<file path="config.mk">
export PLATFORM = sky130hd
export DESIGN_NAME = bfsb_status_bank
export DESIGN_NICKNAME = d
export VERILOG_FILES = /design/src/hw/bfsb_pkg.sv /design/src/hw/bfsb_flag_if.sv /design/src/hw/bfsb_alert_ctl.sv /design/src/hw/bfsb_flag_latch.sv /design/src/hw/bfsb_status_bank.sv
export SDC_FILE = /design/constraint.sdc
export NUM_CORES = 1
export LEC_CHECK = 0
export ABC_AREA = 1
export ABC_CLOCK_PERIOD_IN_PS = 1000
export BUFFER_PORTS_ARGS = -buffer_cell sky130_fd_sc_hd__buf_2
export CORE_MARGIN = 2
export CORE_UTILIZATION = 45
export CTS_BUF_LIST = sky130_fd_sc_hd__clkbuf_4 sky130_fd_sc_hd__clkbuf_8
export CTS_CLUSTER_SIZE = 20
export DETAILED_ROUTE_END_ITERATION = 8
export PLACE_DENSITY = 0.78
export SYNTH_ARGS = -nofsm -noshare
export SYNTH_HDL_FRONTEND = slang
export SYNTH_SLANG_ARGS = --single-unit
</file>
<file path="constraint.sdc">
create_clock -name sys_clk_i -period 1 [get_ports sys_clk_i]
set_input_delay 0.1 -clock sys_clk_i [delete_from_list [all_inputs] [get_ports sys_clk_i]]
set_output_delay 0.1 -clock sys_clk_i [all_outputs]
set_load 0.05 [all_outputs]
</file>
<file path="src/hw/bfsb_pkg.sv">
// package: command codes, flag positions and masks of the status flag bank
package bfsb_pkg;

   // -------------------------------------------------
   // command codes of the four status bytes
   // -------------------------------------------------
   localparam logic [7:0] CODE_TEMP  = 8'h7d;
   localparam logic [7:0] CODE_CML   = 8'h7e;
   localparam logic [7:0] CODE_OTHER = 8'h7f;
   localparam logic [7:0] CODE_MFR   = 8'h80;

   // -------------------------------------------------
   // flag positions
   // -------------------------------------------------
   localparam int unsigned TEMP_FAULT_BIT  = 7;
   localparam int unsigned TEMP_WARN_BIT   = 6;
   localparam int unsigned CML_BADCMD_BIT  = 7;
   localparam int unsigned CML_BADDATA_BIT = 6;
   localparam int unsigned CML_PEC_BIT     = 5;
   localparam int unsigned CML_MEMERR_BIT  = 4;
   localparam int unsigned CML_CORE_BIT    = 3;
   localparam int unsigned CML_LINK_BIT    = 1;
   localparam int unsigned OTHER_FIRST_BIT = 0;
   localparam int unsigned MFR_POR_BIT     = 7;
   localparam int unsigned MFR_SELF_BIT    = 6;
   localparam int unsigned MFR_VRESET_BIT  = 3;
   localparam int unsigned MFR_BACKCH_BIT  = 2;
   localparam int unsigned MFR_SYNC_BIT    = 1;

   // -------------------------------------------------
   // latched bits per byte, reset value
   // -------------------------------------------------
   localparam logic [7:0] TEMP_LATCH  = 8'hc0;
   localparam logic [7:0] CML_LATCH   = 8'hfa;
   localparam logic [7:0] OTHER_LATCH = 8'h01;
   localparam logic [7:0] MFR_LATCH   = 8'h8e;
   localparam logic [7:0] STATUS_RST  = 8'h00;

   // one-hot byte for a flag position
   function automatic logic [7:0] bfsb_bit(input int unsigned pos, input logic on);
      bfsb_bit = on ? (8'h01 << pos[2:0]) : 8'h00;
   endfunction : bfsb_bit

endpackage : bfsb_pkg

</file>
<file path="src/hw/bfsb_flag_if.sv">
// interface: set, write-one-clear and flag lines of one status byte
interface bfsb_flag_if;
   logic [7:0] set;
   logic [7:0] w1c;
   logic       clr_all;
   logic [7:0] flags;
   modport owner (input set, input w1c, input clr_all, output flags);
   modport user  (output set, output w1c, output clr_all, input flags);
endinterface : bfsb_flag_if

</file>
<file path="src/hw/bfsb_alert_ctl.sv">
// module: alert pin drive and earliest-alerter detection
module bfsb_alert_ctl
   import bfsb_pkg::*;
(
   input  wire logic clk_i,
   input  wire logic rst_n_i,
   input  wire logic req_i,
   input  wire logic bus_n_i,
   output logic      first_o,
   output logic      idle_o,
   output logic      oe_o
);

   typedef struct packed {
      logic oe;
   } bfsb_alert_st_t;

   bfsb_alert_st_t st;
   bfsb_alert_st_t next_st;

   always_comb begin
      next_st    = st;
      next_st.oe = req_i;
   end

   always_ff @(posedge clk_i or negedge rst_n_i) begin
      if (!rst_n_i) begin
         st <= '0;
      end else begin
         st <= next_st;
      end
   end

   // we start driving while nobody else holds the line low
   assign first_o = req_i & ~st.oe & bus_n_i;
   // line released and we have nothing to say: flag no longer true
   assign idle_o  = bus_n_i & ~req_i & ~st.oe;
   assign oe_o    = st.oe;
endmodule : bfsb_alert_ctl

</file>
<file path="src/hw/bfsb_flag_latch.sv">
// module: one byte of sticky status flags with write-one-clear
module bfsb_flag_latch
   import bfsb_pkg::*;
#(
   parameter logic [7:0] KEEP = 8'hff
)(
   input wire logic  clk_i,
   input wire logic  rst_n_i,
   bfsb_flag_if.owner fl
);

   typedef struct packed {
      logic [7:0] flags;
   } bfsb_latch_st_t;

   bfsb_latch_st_t st;
   bfsb_latch_st_t next_st;
   logic [7:0]     set_k;

   assign set_k = fl.set & KEEP;

   // -------------------------------------------------
   // next state: a set in the clearing cycle wins
   // -------------------------------------------------
   always_comb begin
      next_st = st;
      next_st.flags = st.flags & ~fl.w1c;
      if (fl.clr_all) begin
         next_st.flags = STATUS_RST;
      end
      next_st.flags = (next_st.flags | set_k) & KEEP;
   end

   always_ff @(posedge clk_i or negedge rst_n_i) begin
      if (!rst_n_i) begin
         st <= '0;
      end else begin
         st <= next_st;
      end
   end

   assign fl.flags = st.flags;
endmodule : bfsb_flag_latch

</file>
<file path="src/hw/bfsb_status_bank.sv">
// module: top of the status flag bank with byte command port
// ------------------------------------------------------------
module bfsb_status_bank
   import bfsb_pkg::*;
(
   input  wire logic       sys_clk_i,
   input  wire logic       reset_n_i,
   // host byte command port
   input  wire logic       cmd_valid_i,
   input  wire logic       cmd_write_i,
   input  wire logic [7:0] cmd_code_i,
   input  wire logic [7:0] cmd_data_i,
   input  wire logic       clear_faults_i,
   input  wire logic       ro_write_i,
   output logic [7:0]      rd_data_o,
   output logic            rd_valid_o,
   // fault events
   input  wire logic       overtemp_fault_i,
   input  wire logic       overtemp_warning_i,
   input  wire logic       bad_command_i,
   input  wire logic       bad_payload_i,
   input  wire logic       pec_fail_i,
   input  wire logic       memory_error_i,
   input  wire logic       logic_core_error_i,
   input  wire logic       link_error_i,
   input  wire logic       loop_follower_i,
   input  wire logic       back_channel_link_fail_i,
   input  wire logic       por_check_bad_i,
   input  wire logic       self_check_busy_i,
   input  wire logic       follower_missing_i,
   input  wire logic       vout_reset_i,
   input  wire logic       back_channel_fault_i,
   input  wire logic       sync_fault_i,
   // alert masks, one bit per flag position
   input  wire logic [7:0] temp_mask_i,
   input  wire logic [7:0] cml_mask_i,
   input  wire logic [7:0] mfr_mask_i,
   // summary bits toward the top-level status byte
   output logic            temp_summary_o,
   output logic            cml_summary_o,
   output logic            other_summary_o,
   output logic            mfr_summary_o,
   // open-drain alert line
   input  wire logic       alert_bus_n_i,
   output logic            alert_out_o,
   output logic            alert_oe_o
);

   // ------------------------------------------------------------
   // reset release
   // ------------------------------------------------------------
   logic rst_meta;
   logic rst_n;

   always_ff @(posedge sys_clk_i or negedge reset_n_i) begin
      if (!reset_n_i) begin
         rst_meta <= 1'b0;
         rst_n    <= 1'b0;
      end else begin
         rst_meta <= 1'b1;
         rst_n    <= rst_meta;
      end
   end

   // ------------------------------------------------------------
   // state
   // ------------------------------------------------------------
   typedef struct packed {
      logic [7:0] rd_data;
      logic       rd_valid;
   } bfsb_top_st_t;

   bfsb_top_st_t st;
   bfsb_top_st_t next_st;

   bfsb_flag_if temp_if ();
   bfsb_flag_if cml_if ();
   bfsb_flag_if other_if ();
   bfsb_flag_if mfr_if ();

   logic       host_wr;
   logic       host_rd;
   logic [7:0] temp_view;
   logic [7:0] cml_view;
   logic [7:0] other_view;
   logic [7:0] mfr_view;
   logic       alert_req;
   logic       first_evt;
   logic       line_idle;

   assign host_wr = cmd_valid_i & cmd_write_i;
   assign host_rd = cmd_valid_i & ~cmd_write_i;

   // ------------------------------------------------------------
   // event sets
   // ------------------------------------------------------------
   assign temp_if.set = bfsb_bit(TEMP_FAULT_BIT, overtemp_fault_i)
                      | bfsb_bit(TEMP_WARN_BIT, overtemp_warning_i);

   assign cml_if.set  = bfsb_bit(CML_BADCMD_BIT, bad_command_i | ro_write_i)
                      | bfsb_bit(CML_BADDATA_BIT, bad_payload_i)
                      | bfsb_bit(CML_PEC_BIT, pec_fail_i)
                      | bfsb_bit(CML_MEMERR_BIT, memory_error_i)
                      | bfsb_bit(CML_CORE_BIT, logic_core_error_i)
                      | bfsb_bit(CML_LINK_BIT, link_error_i
                                 | (loop_follower_i & back_channel_link_fail_i));

   assign other_if.set = bfsb_bit(OTHER_FIRST_BIT, first_evt);

   assign mfr_if.set  = bfsb_bit(MFR_POR_BIT, por_check_bad_i)
                      | bfsb_bit(MFR_VRESET_BIT, vout_reset_i)
                      | bfsb_bit(MFR_BACKCH_BIT, back_channel_fault_i)
                      | bfsb_bit(MFR_SYNC_BIT, sync_fault_i);

   // ------------------------------------------------------------
   // host clears: whole-byte write, ones clear, zeros keep
   // ------------------------------------------------------------
   assign temp_if.w1c  = (host_wr && cmd_code_i == CODE_TEMP) ? cmd_data_i : 8'h00;
   assign cml_if.w1c   = (host_wr && cmd_code_i == CODE_CML) ? cmd_data_i : 8'h00;
   // earliest flag also drops once the line is idle and we are silent
   assign other_if.w1c = ((host_wr && cmd_code_i == CODE_OTHER) ? cmd_data_i : 8'h00)
                       | bfsb_bit(OTHER_FIRST_BIT, line_idle);
   assign mfr_if.w1c   = (host_wr && cmd_code_i == CODE_MFR) ? cmd_data_i : 8'h00;

   assign temp_if.clr_all  = clear_faults_i;
   assign cml_if.clr_all   = clear_faults_i;
   assign other_if.clr_all = clear_faults_i;
   assign mfr_if.clr_all   = clear_faults_i;

   // ------------------------------------------------------------
   // flag bytes
   // ------------------------------------------------------------
   bfsb_flag_latch #(.KEEP(TEMP_LATCH)) u_temp (
      .clk_i   (sys_clk_i),
      .rst_n_i (rst_n),
      .fl      (temp_if)
   );

   bfsb_flag_latch #(.KEEP(CML_LATCH)) u_cml (
      .clk_i   (sys_clk_i),
      .rst_n_i (rst_n),
      .fl      (cml_if)
   );

   bfsb_flag_latch #(.KEEP(OTHER_LATCH)) u_other (
      .clk_i   (sys_clk_i),
      .rst_n_i (rst_n),
      .fl      (other_if)
   );

   bfsb_flag_latch #(.KEEP(MFR_LATCH)) u_mfr (
      .clk_i   (sys_clk_i),
      .rst_n_i (rst_n),
      .fl      (mfr_if)
   );

   // ------------------------------------------------------------
   // read views and summaries
   // ------------------------------------------------------------
   assign temp_view  = temp_if.flags;
   assign cml_view   = cml_if.flags;
   assign other_view = other_if.flags;
   // live bit bypasses the latch so it can never be cleared by software
   assign mfr_view   = mfr_if.flags
                     | bfsb_bit(MFR_SELF_BIT, self_check_busy_i | follower_missing_i);

   // combinational so the summary moves with the flag, not a cycle later
   assign temp_summary_o  = |temp_view;
   assign cml_summary_o   = |cml_view;
   assign other_summary_o = |other_view;
   assign mfr_summary_o   = |mfr_if.flags;

   // ------------------------------------------------------------
   // alert: earliest flag is left out, it would hold itself up
   // ------------------------------------------------------------
   assign alert_req = |(temp_view & ~temp_mask_i)
                    | |(cml_view & ~cml_mask_i)
                    | |(mfr_if.flags & ~mfr_mask_i);

   bfsb_alert_ctl u_alert (
      .clk_i   (sys_clk_i),
      .rst_n_i (rst_n),
      .req_i   (alert_req),
      .bus_n_i (alert_bus_n_i),
      .first_o (first_evt),
      .idle_o  (line_idle),
      .oe_o    (alert_oe_o)
   );

   assign alert_out_o = 1'b0;

   // ------------------------------------------------------------
   // read byte answer, one cycle after the request
   // ------------------------------------------------------------
   always_comb begin
      next_st          = st;
      next_st.rd_valid = host_rd;
      if (host_rd) begin
         if (cmd_code_i == CODE_TEMP) begin
            next_st.rd_data = temp_view;
         end else if (cmd_code_i == CODE_CML) begin
            next_st.rd_data = cml_view;
         end else if (cmd_code_i == CODE_OTHER) begin
            next_st.rd_data = other_view;
         end else if (cmd_code_i == CODE_MFR) begin
            next_st.rd_data = mfr_view;
         end else begin
            next_st.rd_data = 8'h00;
         end
      end
   end

   always_ff @(posedge sys_clk_i or negedge rst_n) begin
      if (!rst_n) begin
         st <= '0;
      end else begin
         st <= next_st;
      end
   end

   assign rd_data_o  = st.rd_data;
   assign rd_valid_o = st.rd_valid;
endmodule : bfsb_status_bank
</file>
---- After elaboration in Yosys (flattened, before gate mapping) ----
Index checks and enable logic that the tools add are counted.
storage, ports and cells
  register bits ........................... 25
  output and inout port bits .............. 15
  word-level logic and storage cells ...... 94
  input port bits ......................... 63
  memories kept ........................... 0
  memory bits (writable) .................. 0
  memory bits (read-only) ................. 0
  bits in latches ......................... 0
operators by class
  div/mod/pow operators ................... 0
  shifts and indexed selects .............. 0
  multipliers ............................. 0
  reductions and logical operators ........ 10
  $lt $le $gt $ge ......................... 0
  mux-type cells .......................... 27
  add/subtract/negate cells ............... 0
  bitwise logic cells ..................... 44
  eq/ne operators ......................... 4
operator list
  operator              count
  $mux W8               13
  $and A8 B8 Y8         6
  $not A8 Y8            6
  $eq A8 B7 Y1 const B  3
  $or A8 B7 Y8          3
  $or A8 B8 Y8          3
  $reduce_or A8 Y1      3
  $mux W7               3
  $or A8 B2 Y8          2
  $or A8 B4 Y8          2
  $and A1 B1 Y1         8
  $eq A8 B8 Y1 const B  1
  $mux W4               2
  $or A8 B3 Y8          1
  $or A8 B5 Y8          1
  $or A8 B6 Y8          1
  $or A1 B1 Y1          7
  $mux W6               1
  $reduce_or A6 Y1      1
  $mux W5               1
  $logic_and A1 B1 Y1   4
  $mux W1               4
  $mux W2               2
  $not A1 Y1            4
  other kinds (3)       3

---- Depth between registers and ports, before layout ----
  word-level depth ........................ 14
  depth in mapped cells ................... 8

---- By module ----
Synthesis repeated with hierarchy kept, for this count alone.
unflattened totals
  cell total of the unflattened synthesis .. 328
  area, all modules ....................... 2109.5 um^2
modules (own cells, without submodules)
  module                      area each (um^2)  instances  seq. area each (um^2)  cells an instance
  bfsb_status_bank            1360.1            1          275.3                  230
  bfsb_flag_latch at u_cml    269.0             1          150.1                  34
  bfsb_flag_latch at u_mfr    201.4             1          100.1                  26
  bfsb_flag_latch at u_temp   133.9             1          50.0                   18
  bfsb_flag_latch at u_other  101.3             1          25.0                   14
  bfsb_alert_ctl              43.8              1          25.0                   6

---- Worst setup path before layout ----
Ideal clock, no wire load.
  kind .................................... register to output
  start ................................... register u_cml.st (netlist bit u_cml.fl.flags[4])
  end ..................................... output cml_summary_o
  path buffers ............................ 0
  required time ........................... 0.900 ns
  cell stages (with the launch flop) ...... 3
  arrival ................................. 1.050 ns
  path slack .............................. -0.150 ns
  path through ............................ dfrtp_1 > nor4_1 > nand3_1
on the way
  word-level cells in the longest chain between the ends .. 1
RTL lines
  element                 line                     source
  start, declared         bfsb_flag_latch.sv:16    bfsb_latch_st_t st;
  start signal, assigned  bfsb_flag_latch.sv:38    st <= next_st;
  $reduce_or A6 Y1        bfsb_status_bank.sv:169  assign cml_summary_o = |cml_view;
  end, declared           bfsb_status_bank.sv:40   output logic cml_summary_o,
Every way passes these cells.

---- Final worst setup path ----
  start ................................... register u_cml.st (netlist bit u_cml.fl.flags[3])
  end ..................................... output cml_summary_o
Same word-level chain as after synthesis.

==> Implementation_results.wiki <==
{| class="wikitable"
! Metric !! Value
|-
| Result of the run || complete, but fails checks
|-
| Failing checks || negative setup slack
|-
| Skew final || 8.81 ps
|-
| Synth Instances || 207
|-
| Final weighted congestion in routability-driven placement || 0.853
|-
| Critical path required time || 900 ps
|-
| Launch instance of the worst register-to-register path || u_temp.fl.flags[6]
|-
| DRT Wirelength || 4.47 mm
|-
| Maximum capacitance violations || 0
|-
| First-pass GRT wire length || 6.84 mm
|-
| YS warnings || 0
|-
| Number of synthesized register bits || 25
|-
| Cell type contributing the most total cell area after synthesis || sky130_fd_sc_hd__dfrtp_1
|-
| Clock sinks || 25
|-
| Residual DRC || 0
|-
| Antenna fix cells || 0
|-
| Net count after synthesis || 270
|-
| Top area cells in the synthesized netlist || sky130_fd_sc_hd__dfrtp_1, sky130_fd_sc_hd__nand2_1, sky130_fd_sc_hd__inv_1
|-
| Total congestion overflow after global routing || 0
|-
| Utilization of the core after routing || 77.6%
|-
| Antenna Violating Nets Remaining || 0
|-
| Number of cells traversed by the worst hold path || 4
|-
| Dpl hpwl || 2.85 mm
|-
| Critical path endpoint category || output pin
|-
| Number of fillers in the final layout || 232
|-
| DR pass1 iterations || 4
|-
| Setup Crit Path Kind || reg -> out
|-
| Maximum number of pins on one net before global-route repair || 24
|-
| Max Buffers Root-to-Sink || 2
|-
| Area occupied by multi-input gates || 684 um2
|-
| Clk root buf || sky130_fd_sc_hd__clkbuf_4
|-
| Setup violators final || 11
|-
| Cell Pwr Density || 883 nW/um2
|-
| Origin of the worst setup path || u_cml.fl.flags[3]
|-
| Highest ir drop seen on vdd || 1040 uV
|-
| Max Fanout on Critical Path || 2
|-
| Growth of design area from synthesis to finish || 63.4%
|-
| Share of Yosys cell area claimed by the top area cell type || 42.8%
|-
| IO buf count || 64
|-
| Layout cells sized above 1 || 39.7%
|-
| Worst-path clk slew || 130 ps
|-
| Core box area || 3080 um2
|-
| Mapped cell area || 1460 um2
|-
| Standby leakage power || 1.40 nW
|-
| Cell count of the worst reg-to-reg path || 7
|-
| Slack of the worst reg-to-reg path || -100 ps
|-
| Number of antenna violations at the first check in global routing || 0
|-
| Final worst path period need || 1420 ps
|-
| Total I/O pin count || 78
|-
| Final net count || 384
|-
| Syn Area/Cell || 7.06 um2
|-
| Total Negative Setup Slacks || -1090 ps
|-
| Number of cell rows || 20
|-
| Share of the yosys chip area belonging to registers || 42.8%
|-
| Number of global-route vias before repair || 1648
|-
| Max-slew violation total from the final report || 0
|-
| Routed len/inst || 12.3 um
|-
| Reg-to-Reg End || u_other.fl.flags[0]
|-
| Worst path setup slack after routing || -422 ps
|-
| Pre-CTS setup slack || -88.4 ps
|-
| Arrival time worst endpoint || 1320 ps
|-
| Die boundary width || 61.0 um
|-
| Crit share post-route || 142%
|-
| Highest achievable clock rate || 0.703 GHz
|-
| Total global routing track utilization || 25.3%
|-
| RSZ-0062 raised after global routing || yes
|-
| Initial drt markers || 56
|-
| Final Hold Violating Endpoints || 0
|-
| Initial core utilization || 47.5%
|-
| Clock buffers created by TritonCTS || 3
|-
| TritonCTS clock tree || done
|-
| Maximum level of the CTS H-tree || 1
|-
| Register Area || 628 um2
|-
| Die height || 61.0 um
|-
| Distinct cell type count of the synthesized netlist || 25
|-
| Die area || 3720 um2
|-
| Detailed-route vias per instance || 4.69
|-
| Hold WC Path Type || in -> reg
|-
| Worst setup path endpoint || cml_summary_o
|-
| Source-to-sink clock delay at the later pin of the worst-skew pair || 330 ps
|-
| Routed vias || 1708
|-
| Total power || 2.11 mW
|-
| Startpoint class of the critical path || flop
|}
-- worst max-delay path, cell delays in order (launching register included) --
cell	delay (ps)
sky130_fd_sc_hd__dfrtp_1	410
sky130_fd_sc_hd__nor4_2	300
sky130_fd_sc_hd__nand3_2	120
sky130_fd_sc_hd__buf_8	170
-- per-layer routing --
layer	up-vias	wire length, um	track usage, %	share of wire, %
li1	847	-	-	-
met1	784	1660	27.6	37
met2	68	2480	47.8	55
met3	9	258	6.18	5.8
met4	0	68	8.07	1.5
met5	-	0	0	0
-- registers in the layout, summed over array words and instances (netlist names) --
register,flops
rst_meta,1
u_other.fl.flags,1
rd_valid_o,1
rd_data_o,8
u_alert.oe_o,1
u_mfr.fl.flags,4
u_temp.fl.flags,2
u_cml.fl.flags,6
rst_n,1
-- final cells by class --
cell class              count  share of cell area, %
repair buffers            112                   34.8
multi-input cells         138                   28.7
well taps                  44                   2.30
inverters                  41                   6.65
clock buffers               4                   1.26
flip-flops and latches     25                   26.3
-- synth_stat cells (all sizes together) --
| master | n |
|---|---|
| or2 | 1 |
| clkbuf | 1 |
| o31ai | 2 |
| nor3 | 1 |
| nor3b | 1 |
| conb | 2 |
| dfrtp | 25 |
| and2 | 1 |
| nand2 | 72 |
| nor4 | 1 |
| a21oi | 1 |
| o21ai | 7 |
| nand4 | 2 |
| nor2 | 25 |
| inv | 41 |
| buf | 2 |
| nand3 | 22 |
-- through the flow --
stage | cell area [um2] | hold slack (ps) | cells
after floorplan | 1480 | -196 | 207
after global placement | 1950 | -113 | 328
after detailed placement | 1950 | -111 | 328
after CTS | 2350 | 14.5 | 361
after global routing | 2390 | 20.9 | 364
final | 2390 | 18.1 | 364
-- power breakdown --
group	internal, mW	total [mW]	switching, mW	leakage (nW)
Clock	0.184	0.496	0.312	0.0184
Combinational	0.255	0.534	0.279	1.09
Sequential	1.05	1.08	0.0278	0.296
-- cells by family (layout without fill, tap and decap cells) --
kind of cell | count (synthesis) | in the layout | synth area share, %
and+or+nand+nor | 126 | 126 | 40.2
buffers and inverters | 44 | 157 | 12.1
DFF | 25 | 25 | 42.8
AOI/OAI and AO/OA | 10 | 10 | 4.45
other | 2 | 2 | 0.514
-- layout by cell type (no fill, tap or decap), types with 2 or more instances in the layout --
cell / n
sky130_fd_sc_hd__nor2_1: 18
sky130_fd_sc_hd__nand2_2: 3
sky130_fd_sc_hd__nor2_2: 3
sky130_fd_sc_hd__conb_1: 2
sky130_fd_sc_hd__nand2_4: 2
sky130_fd_sc_hd__buf_2: 50
sky130_fd_sc_hd__o21ai_0: 5
sky130_fd_sc_hd__o31ai_2: 2
sky130_fd_sc_hd__inv_1: 33
sky130_fd_sc_hd__dlygate4sd3_1: 18
sky130_fd_sc_hd__nor2_8: 2
sky130_fd_sc_hd__inv_2: 6
sky130_fd_sc_hd__buf_8: 2
sky130_fd_sc_hd__buf_4: 27
sky130_fd_sc_hd__inv_4: 2
sky130_fd_sc_hd__nand4_1: 2
sky130_fd_sc_hd__nor2_4: 2
sky130_fd_sc_hd__dfrtp_1: 23
sky130_fd_sc_hd__buf_6: 15
sky130_fd_sc_hd__nand2_1: 67
sky130_fd_sc_hd__clkbuf_4: 4
sky130_fd_sc_hd__nand3_1: 21
sky130_fd_sc_hd__dfrtp_2: 2
-- worst min-delay path by stage --
stage | start | end | slack [ps]
5_1_grt | cmd_data_i[1] | u_cml.fl.flags[1] | 20
6_report | cmd_data_i[4] | u_cml.fl.flags[4] | 20
3_5_place_dp | reset_n_i | rst_meta | -110
4_1_cts | cmd_data_i[4] | u_cml.fl.flags[4] | 10
2_1_floorplan | reset_n_i | rst_meta | -200
3_3_place_gp | reset_n_i | rst_meta | -110
-- what timing repair did --
action | 4_1_cts | 5_1_grt
gates resized for setup | 38 | 6
hold buffers | 18 | 0
hold endpoints to repair | 15 | 0
setup endpoints to repair | 15 | 19
pin swaps | 3 | 5
buffers inserted | 11 | 4
(Power assumes the default switching activity.)
